==> config.mk <==
export PLATFORM = sky130hd
export DESIGN_NAME = pmd_decoder
export DESIGN_NICKNAME = d
export VERILOG_FILES = /design/src/hw/pmd_pkg.sv /design/src/hw/pmd_decoder.sv
export VERILOG_INCLUDE_DIRS = /design/src /design/src/hw
export SDC_FILE = /design/constraint.sdc
export NUM_CORES = 1
export LEC_CHECK = 0
export ABC_AREA = 1
export CORE_MARGIN = 4
export CORE_UTILIZATION = 61
export DETAILED_ROUTE_END_ITERATION = 10
export DONT_BUFFER_PORTS = 1
export GPL_TIMING_DRIVEN = 0
export PLACE_DENSITY_LB_ADDON = 0.05
export SLEW_MARGIN = 20
export SYNTH_ARGS = -nofsm -noshare
export SYNTH_HDL_FRONTEND = slang
export SYNTH_SLANG_ARGS = --single-unit
==> constraint.sdc <==
create_clock -name aclk -period 4.4 [get_ports aclk]
set_input_delay 0.22 -clock aclk [delete_from_list [all_inputs] [get_ports aclk]]
set_output_delay 0.22 -clock aclk [all_outputs]
set_load 0.03 [all_outputs]
==> src/hw/pmd_map.svh <==
// Purpose: constants for the privileged memory-op decoder
// Assumes: 32-bit instruction words
// Notes:   offsets are AXI4-Lite byte addresses
`ifndef PMD_MAP_SVH
`define PMD_MAP_SVH

`define PMD_OP_LOAD      6'h1b
`define PMD_OP_STORE     6'h1f
`define PMD_OP_RETURN    6'h1e
`define PMD_OP_IREAD     6'h19
`define PMD_OP_IWRITE    6'h1d

`define PMD_OP_HI        31
`define PMD_OP_LO        26
`define PMD_RA_HI        25
`define PMD_RA_LO        21
`define PMD_RB_HI        20
`define PMD_RB_LO        16
`define PMD_TYPE_HI      15
`define PMD_TYPE_LO      13
`define PMD_LEN_BIT      12
`define PMD_BYTE_DISPLACEMENT_HI      11
`define PMD_BYTE_DISPLACEMENT_SIGN    11

`define PMD_TY_PHYS      3'h0
`define PMD_TY_PLOCK     3'h1
`define PMD_TY_VPTE      3'h2
`define PMD_TY_VIRT_ST   3'h2
`define PMD_TY_VIRT      3'h4
`define PMD_TY_VCHK      3'h5
`define PMD_TY_ALT       3'h6
`define PMD_TY_ALTCHK    3'h7

`define PMD_REG_CTRL     4'h0
`define PMD_REG_STAT     4'h4
`define PMD_REG_MASK     4'h8
`define PMD_REG_COUNT    4'hc

`define PMD_CTRL_RST     1'h0
`define PMD_MASK_RST     4'h0
`define PMD_ST_FAULT     0
`define PMD_ST_LOAD      1
`define PMD_ST_STORE     2
`define PMD_ST_BADST     3

`define PMD_RESP_OKAY    2'h0
`define PMD_RESP_SLVERR  2'h2

`endif

==> src/hw/pmd_pkg.sv <==
// Purpose: types for the privileged memory-op decoder
// Assumes: included map header holds the numbers
// Notes:   none
package pmd_pkg;

    typedef enum logic [2:0] {
        PMD_NONE   = 3'h0,
        PMD_LOAD   = 3'h1,
        PMD_STORE  = 3'h2,
        PMD_RETURN = 3'h3,
        PMD_IREAD  = 3'h4,
        PMD_IWRITE = 3'h5
    } pmd_kind_e;

    typedef enum logic [1:0] {
        PMD_AM_PHYS = 2'h0,
        PMD_AM_VIRT = 2'h1,
        PMD_AM_ALT  = 2'h2
    } pmd_amode_e;

    // One decoded instruction handed to memory and translation
    typedef struct packed {
        logic       valid;
        pmd_kind_e  kind;
        logic       fault;
        logic [4:0] data_reg;
        logic [4:0] base_reg;
        logic [2:0] acc_type;
        logic       quad;
        logic [63:0] eff_addr;
        pmd_amode_e amode;
        logic       lock;
        logic       cond_store;
        logic       pte_fetch;
        logic       kern_check;
        logic       prot_check;
        logic       align_trap_en;
        logic       bad_store_type;
    } pmd_dec_s;

    // Software-visible state
    typedef struct packed {
        logic        hw_enable;
        logic [3:0]  status;
        logic [3:0]  mask;
        logic [15:0] fault_count;
    } pmd_regs_s;

    // Bus slave state
    typedef struct packed {
        logic        aw_held;
        logic [3:0]  aw_addr;
        logic        w_held;
        logic [31:0] w_data;
        logic [3:0]  w_strb;
        logic        bvalid;
        logic [1:0]  bresp;
        logic        rvalid;
        logic [31:0] rdata;
        logic [1:0]  rresp;
    } pmd_bus_s;

    typedef struct packed {
        pmd_dec_s  dec;
        pmd_regs_s regs;
        pmd_bus_s  bus;
    } pmd_state_s;

endpackage

==> src/hw/pmd_decoder.sv <==
// Purpose: decode of the privileged library-mode opcodes with privilege
//          check, full load/store field decode and effective address
// Assumes: issue presents one instruction a cycle with operand values
// Notes:   one-cycle latency; registers over AXI4-Lite
//
// Behaviour
// - Opcode 1e decodes as the privileged return.
// - Opcode 19 decodes as internal-register read into a general register.
// - Opcode 1d decodes as internal-register write from a general register.
// - Privileged opcodes outside library mode raise the reserved-opcode fault.
// - With kernel hardware enable set, kernel mode may use them too.
// - Load opcode 1b; bits 25:21 destination, 20:16 base register.
// - Privileged load never takes an alignment trap.
// - Bit 12 picks longword or quadword; bits 11:0 signed displacement.
// - Load types 000 physical, 001 physical with load-locked.
// - Load type 010 is a flagged page-entry fetch, kernel checks.
// - Load type 100 virtual; 101 virtual with fault and protection checks.
// - Load types 110, 111 use alternate mode; 111 adds protection checks.
// - Store opcode 1f; 25:21 data, 20:16 base, same length and offset.
// - Privileged store never takes an alignment trap.
// - Store type 000 physical, 010 virtual.
// - Store type 001 is physical store-conditional returning lock flag.
// - Store type 110 virtual with alternate-mode access checks.
//
// Our own choices: the placing of the registers and the AXI4-Lite register port.
`timescale 1ns/1ps
`include "pmd_map.svh"

module pmd_decoder (
    // Clock and reset
    input  wire logic              aclk,
    input  wire logic              aresetn,
    // Issue side
    input  wire logic              issue_valid,
    input  wire logic [31:0]       issue_instr,
    input  wire logic [63:0]       base_value,
    input  wire logic              library_mode,
    input  wire logic              kernel_mode,
    // Decode result
    output pmd_pkg::pmd_dec_s      dec_out,
    output logic                   reserved_opcode_fault,
    // Interrupt
    output logic                   irq,
    // AXI4-Lite slave
    input  wire logic [3:0]        s_axi_awaddr,
    input  wire logic              s_axi_awvalid,
    output logic                   s_axi_awready,
    input  wire logic [31:0]       s_axi_wdata,
    input  wire logic [3:0]        s_axi_wstrb,
    input  wire logic              s_axi_wvalid,
    output logic                   s_axi_wready,
    output logic [1:0]             s_axi_bresp,
    output logic                   s_axi_bvalid,
    input  wire logic              s_axi_bready,
    input  wire logic [3:0]        s_axi_araddr,
    input  wire logic              s_axi_arvalid,
    output logic                   s_axi_arready,
    output logic [31:0]            s_axi_rdata,
    output logic [1:0]             s_axi_rresp,
    output logic                   s_axi_rvalid,
    input  wire logic              s_axi_rready
);

    // ****************************************************************
    // Functions
    // ****************************************************************
    function automatic logic is_priv_op(input logic [5:0] op);
        is_priv_op = (op == `PMD_OP_LOAD) || (op == `PMD_OP_STORE) ||
                     (op == `PMD_OP_RETURN) || (op == `PMD_OP_IREAD) ||
                     (op == `PMD_OP_IWRITE);
    endfunction

    function automatic logic [63:0] sext_byte_displacement(input logic [11:0] d);
        sext_byte_displacement = {{52{d[`PMD_BYTE_DISPLACEMENT_SIGN]}}, d};
    endfunction

    function automatic logic [31:0] lane_merge(input logic [31:0] old,
                                               input logic [31:0] nw,
                                               input logic [3:0]  strb);
        logic [31:0] r;
        r = old;
        for (int i = 0; i < 4; i++) begin
            if (strb[i]) begin
                r[i*8 +: 8] = nw[i*8 +: 8];
            end
        end
        lane_merge = r;
    endfunction

    // ****************************************************************
    // State
    // ****************************************************************
    pmd_pkg::pmd_state_s st_q;
    pmd_pkg::pmd_state_s st_d;

    logic [5:0]  opcode;
    logic [2:0]  acc_type;
    logic        priv_op;
    logic        allowed;
    logic        wr_go;
    logic        rd_go;
    logic [3:0]  ev;
    logic [31:0] wr_val;
    logic [31:0] rd_val;
    logic        rd_hit;

    assign opcode   = issue_instr[`PMD_OP_HI:`PMD_OP_LO];
    assign acc_type = issue_instr[`PMD_TYPE_HI:`PMD_TYPE_LO];
    assign priv_op  = is_priv_op(opcode);
    assign allowed  = library_mode ||
                      (kernel_mode && st_q.regs.hw_enable);

    assign wr_go  = st_q.bus.aw_held && st_q.bus.w_held && !st_q.bus.bvalid;
    assign rd_go  = s_axi_arvalid && !st_q.bus.rvalid;
    assign wr_val = lane_merge(32'h0000_0000, st_q.bus.w_data,
                               st_q.bus.w_strb);

    // ****************************************************************
    // Read mux
    // ****************************************************************
    always_comb begin
        rd_val = 32'h0000_0000;
        rd_hit = 1'b1;
        case (s_axi_araddr)
            `PMD_REG_CTRL:  rd_val = {31'h0, st_q.regs.hw_enable};
            `PMD_REG_STAT:  rd_val = {28'h0, st_q.regs.status};
            `PMD_REG_MASK:  rd_val = {28'h0, st_q.regs.mask};
            `PMD_REG_COUNT: rd_val = {16'h0, st_q.regs.fault_count};
            default:        rd_hit = 1'b0;
        endcase
    end

    // ****************************************************************
    // Next state
    // ****************************************************************
    always_comb begin
        st_d = st_q;
        ev   = 4'h0;

        // Decode stage
        st_d.dec = '0;
        st_d.dec.valid     = issue_valid;
        st_d.dec.data_reg  = issue_instr[`PMD_RA_HI:`PMD_RA_LO];
        st_d.dec.base_reg  = issue_instr[`PMD_RB_HI:`PMD_RB_LO];
        st_d.dec.acc_type  = acc_type;
        st_d.dec.quad      = issue_instr[`PMD_LEN_BIT];
        st_d.dec.eff_addr  = base_value +
                             sext_byte_displacement(issue_instr[`PMD_BYTE_DISPLACEMENT_HI:0]);
        st_d.dec.align_trap_en = 1'b1;
        st_d.dec.amode     = pmd_pkg::PMD_AM_PHYS;

        if (issue_valid && priv_op && !allowed) begin
            st_d.dec.fault = 1'b1;
            st_d.dec.kind  = pmd_pkg::PMD_NONE;
            ev[`PMD_ST_FAULT] = 1'b1;
        end else if (issue_valid) begin
            case (opcode)
                `PMD_OP_RETURN: st_d.dec.kind = pmd_pkg::PMD_RETURN;
                `PMD_OP_IREAD:  st_d.dec.kind = pmd_pkg::PMD_IREAD;
                `PMD_OP_IWRITE: st_d.dec.kind = pmd_pkg::PMD_IWRITE;
                `PMD_OP_LOAD: begin
                    st_d.dec.kind = pmd_pkg::PMD_LOAD;
                    st_d.dec.align_trap_en = 1'b0;
                    ev[`PMD_ST_LOAD] = 1'b1;
                    case (acc_type)
                        `PMD_TY_PHYS:  st_d.dec.amode = pmd_pkg::PMD_AM_PHYS;
                        `PMD_TY_PLOCK: begin
                            st_d.dec.amode = pmd_pkg::PMD_AM_PHYS;
                            st_d.dec.lock  = 1'b1;
                        end
                        `PMD_TY_VPTE: begin
                            st_d.dec.amode      = pmd_pkg::PMD_AM_VIRT;
                            st_d.dec.pte_fetch  = 1'b1;
                            st_d.dec.kern_check = 1'b1;
                        end
                        `PMD_TY_VIRT:  st_d.dec.amode = pmd_pkg::PMD_AM_VIRT;
                        `PMD_TY_VCHK: begin
                            st_d.dec.amode      = pmd_pkg::PMD_AM_VIRT;
                            st_d.dec.prot_check = 1'b1;
                        end
                        `PMD_TY_ALT:   st_d.dec.amode = pmd_pkg::PMD_AM_ALT;
                        `PMD_TY_ALTCHK: begin
                            st_d.dec.amode      = pmd_pkg::PMD_AM_ALT;
                            st_d.dec.prot_check = 1'b1;
                        end
                        default: st_d.dec.amode = pmd_pkg::PMD_AM_VIRT;
                    endcase
                end
                `PMD_OP_STORE: begin
                    st_d.dec.kind = pmd_pkg::PMD_STORE;
                    st_d.dec.align_trap_en = 1'b0;
                    ev[`PMD_ST_STORE] = 1'b1;
                    case (acc_type)
                        `PMD_TY_PHYS:    st_d.dec.amode = pmd_pkg::PMD_AM_PHYS;
                        `PMD_TY_VIRT_ST: st_d.dec.amode = pmd_pkg::PMD_AM_VIRT;
                        `PMD_TY_PLOCK: begin
                            st_d.dec.amode      = pmd_pkg::PMD_AM_PHYS;
                            st_d.dec.cond_store = 1'b1;
                        end
                        `PMD_TY_ALT:     st_d.dec.amode = pmd_pkg::PMD_AM_ALT;
                        default: begin
                            st_d.dec.bad_store_type = 1'b1;
                            ev[`PMD_ST_BADST] = 1'b1;
                        end
                    endcase
                end
                default: st_d.dec.kind = pmd_pkg::PMD_NONE;
            endcase
        end

        if (ev[`PMD_ST_FAULT]) begin
            st_d.regs.fault_count = st_q.regs.fault_count + 16'h0001;
        end

        // Write channel capture
        if (s_axi_awvalid && !st_q.bus.aw_held) begin
            st_d.bus.aw_held = 1'b1;
            st_d.bus.aw_addr = s_axi_awaddr;
        end
        if (s_axi_wvalid && !st_q.bus.w_held) begin
            st_d.bus.w_held = 1'b1;
            st_d.bus.w_data = s_axi_wdata;
            st_d.bus.w_strb = s_axi_wstrb;
        end
        if (wr_go) begin
            st_d.bus.aw_held = 1'b0;
            st_d.bus.w_held  = 1'b0;
            st_d.bus.bvalid  = 1'b1;
            st_d.bus.bresp   = `PMD_RESP_OKAY;
            case (st_q.bus.aw_addr)
                `PMD_REG_CTRL:
                    if (st_q.bus.w_strb[0]) begin
                        st_d.regs.hw_enable = st_q.bus.w_data[0];
                    end
                `PMD_REG_STAT:
                    st_d.regs.status = st_q.regs.status & ~wr_val[3:0];
                `PMD_REG_MASK:
                    if (st_q.bus.w_strb[0]) begin
                        st_d.regs.mask = st_q.bus.w_data[3:0];
                    end
                `PMD_REG_COUNT:
                    st_d.regs.fault_count = 16'h0000;
                default: st_d.bus.bresp = `PMD_RESP_SLVERR;
            endcase
        end
        if (st_q.bus.bvalid && s_axi_bready) begin
            st_d.bus.bvalid = 1'b0;
        end

        // Hardware set wins over a software clear
        st_d.regs.status = st_d.regs.status | ev;

        // Read channel
        if (rd_go) begin
            st_d.bus.rvalid = 1'b1;
            st_d.bus.rdata  = rd_val;
            st_d.bus.rresp  = rd_hit ? `PMD_RESP_OKAY : `PMD_RESP_SLVERR;
        end else if (st_q.bus.rvalid && s_axi_rready) begin
            st_d.bus.rvalid = 1'b0;
        end
    end

    always_ff @(posedge aclk) begin
        if (!aresetn) begin
            st_q <= '0;
            st_q.regs.hw_enable <= `PMD_CTRL_RST;
            st_q.regs.mask      <= `PMD_MASK_RST;
        end else begin
            st_q <= st_d;
        end
    end

    // ****************************************************************
    // Outputs
    // ****************************************************************
    assign dec_out               = st_q.dec;
    assign reserved_opcode_fault = st_q.dec.fault;
    assign irq           = |(st_q.regs.status & st_q.regs.mask);
    assign s_axi_awready = !st_q.bus.aw_held;
    assign s_axi_wready  = !st_q.bus.w_held;
    assign s_axi_bvalid  = st_q.bus.bvalid;
    assign s_axi_bresp   = st_q.bus.bresp;
    assign s_axi_arready = !st_q.bus.rvalid;
    assign s_axi_rvalid  = st_q.bus.rvalid;
    assign s_axi_rdata   = st_q.bus.rdata;
    assign s_axi_rresp   = st_q.bus.rresp;

endmodule

==> reports/results.txt <==
Hold WC Path Type - in2reg
Die W - 146.8 µm
Setup crit start kind - input pin
skew final - 8.512 ps
full die area - 0.02154 mm²
CP max stage delay - 590 ps
Synth Register Bits - 147
power density cells - 323.0 mW/mm²
Syn Area/Cell - 5.935 µm²
Final ANT Viol Nets - 0
most frequent cells in the layout - 677 x nand2_1, 360 x inv_1, 166 x nor2_1
final hold slack - 20.00 ps
drt pass-1 iters - 6
vias after detailed routing - 11770
dpl cells - 2256
Psw - 1.562 mW
FMAX - 0.4590 GHz
Final period util - 49.52%
RSZ-0062 raised after global routing - no
Site Rows - 50
share of flip-flops with an asynchronous set or reset - 0%
max cap viols - 0
routed wire length - 34830 µm
Area growth syn-to-layout - 11.08%
Slew Viols, Final - 0
clock sinks - 147
Critical Path Fanout Max - 7
TNS Setup - 0 ps
Post-synth EDFFs - 0
initial antenna violation count - 0
Worst-Skew Late Latency - 430 ps
CTS Buf Count - 17
GRT Overall Usage - 31.37%
switch share - 37.08%
critical path endpoint category - flip-flop
Crit-path slowest cell - dlygate4sd3_1
Core Area - 0.01883 mm²
Crit Path Class - in2reg
combinational share of power - 29.8%
first-pass GRT wire length - 54650 µm
Relative slew margins - 50.61%
htree depth - 4
Antenna diodes - 0
hpwl dp - 27410 µm
First DRT Iteration DRCs - 858
power share of the clock group - 35.4%
final hold vios - 0
post-place setup slack - 2245 ps
ordered list of cells on the worst path - dlygate4sd3_1, nand2_1, nor2_1, nand3_1, nand2_2, nand2_4, nand2_4, inv_1, nand2_1, nor4_1, dlygate4sd3_1
final RePlAce weighted congestion - 0.9505
worst vdd ir - 0.3008 mV
Leak - 7.481 nW
Synth warnings - 0
Sequential Power Share - 34.8%
CTS clk-pin slew, worst paths - 70 ps
synth unique cells - 44
TritonCTS clock tree - done
DRC viols - 0
PortBufs - 0
ys flop type - dfxtp_1
status - finished, final reports clean
Layout Utilization - 69.28%
DR vias/cell - 5.070
commonest non-fill, non-tap cell in the layout - nand2_1
DR WL/cell - 15.01 µm
CP required - 4770 ps
largest net degree at the start of global routing - 54
I/O Pins - 285
root buf cell - clkbuf_16
Die Y - 146.8 µm
register area share after synthesis - 25.06%
cells after synthesis - 1979
min cycle time layout - 2179 ps
crit path DAT - 2550 ps
post-cts resize count - 0
Slew @ Worst Pin - 740.8 ps
Syn Std Cell Area - 0.01175 mm²
Remaining Overflow, GRT - 0
Final Worst Setup Slack - 2221 ps
Final Setup Violations - 0
Nets - 2263
Finished Layout Cells - 2321
fraction of layout cells with a size suffix above 1 - 11.94%
largest buffer count on any clock path - 2
Internal Power - 2.651 mW
vias in the first global route - 10830
Starting Density - 62.37%
[path summary, 6_finish.rpt]
check | startpoint | to | slack, ps | cells after the start
max | issue_instr[28] | dec_out[4] | 2220 | 11
min | s_axi_awaddr[3] | st_q[78] | 20 | 2
min reg2reg | s_axi_rdata[0] | s_axi_rdata[0] | 470 | 2
max reg2reg | st_q[104] | dec_out[4] | 2330 | 7
[registers in the layout, indices dropped and copies added, names as in the netlist]
name / count
st_q: 36
s_axi_bresp: 1
reserved_opcode_fault: 1
s_axi_bvalid: 1
s_axi_rvalid: 1
dec_out: 90
s_axi_rresp: 1
s_axi_rdata: 16
[metal layers]
layer / share of wire (%) / global-route usage, %
met1: 43 / 40.79
met3: 8.6 / 6.539
met2: 45 / 51.72
met4: 3.4 / 11.05
met5: 0 / 0
[cell type report]
| class | count | area, µm² |
|---|---|---|
| Buffer | 148 | 1057 |
| Clock inverter | 13 | 138.9 |
| Fill cell | 1795 | 5784 |
| Sequential cell | 147 | 2943 |
| Timing Repair Buffer | 33 | 330.3 |
| Tap cell | 260 | 325.3 |
| Clock buffer | 19 | 442.9 |
| Inverter | 366 | 1374 |
| Multi-Input combinational cell | 1335 | 6435 |
[metrics by stage]
| stage | area, µm² | power (mW) |
|---|---|---|
| after global placement | 12130 | 2.693 |
| after detailed placement | 12130 | 2.707 |
| after global routing | 13050 | 4.432 |
| after CTS | 13050 | 4.203 |
| final | 13050 | 4.214 |
| after floorplan | 11810 | 2.467 |
[Yosys cell counts (3+ instances only)]
master	n	area share, %
a21oi_1	121	5.2
and2_1	3	0.16
and3_1	3	0.16
buf_2	5	0.21
buf_4	128	8.2
clkbuf_1	12	0.38
dfxtp_1	147	25
ha_1	64	6.8
inv_1	360	12
inv_2	4	0.13
nand2_1	677	22
nand2_2	21	1.1
nand3_1	66	2.8
nand3_2	9	0.77
nand4_1	14	0.75
nor2_1	166	5.3
nor2_2	28	1.5
nor3_1	17	0.72
nor3_2	4	0.34
nor3_4	3	0.42
nor4_1	6	0.32
o21ai_0	69	2.9
o21ai_1	6	0.26
o21bai_1	7	0.45
xor2_1	10	0.75
[kinds of logic after synthesis]
kind of cell    count (synthesis)  share of synthesized area [%]
other cells                     1                        0.03193
simple gates                 1026                          36.71
xor+xnor                       12                         0.8948
fa+ha+maj                      65                          6.988
compound gates                214                          9.620
buf+inv                       514                          20.70
flops                         147                          25.06
[worst max-delay path: cells and delay by family]
kind,cells,cell delay (ps)
AND/OR/NAND/NOR,8,1050
buffers and inverters,3,1280
[repair_timing]
item / CTS / global route
hold buffers: 33 / 0
hold endpoints to repair: 34 / 0
setup buffers: 0 / 0
[power groups by stage]
stage                     clock network, mW  registers [mW]  logic, mW
final                                  1.49            1.47       1.25
after global routing                   1.58            1.48       1.38
after CTS                              1.50            1.47       1.24
after global placement                    0            1.49       1.20
after detailed placement                  0            1.49       1.21
after floorplan                           0            1.48      0.984
(Power assumes the default switching activity.)
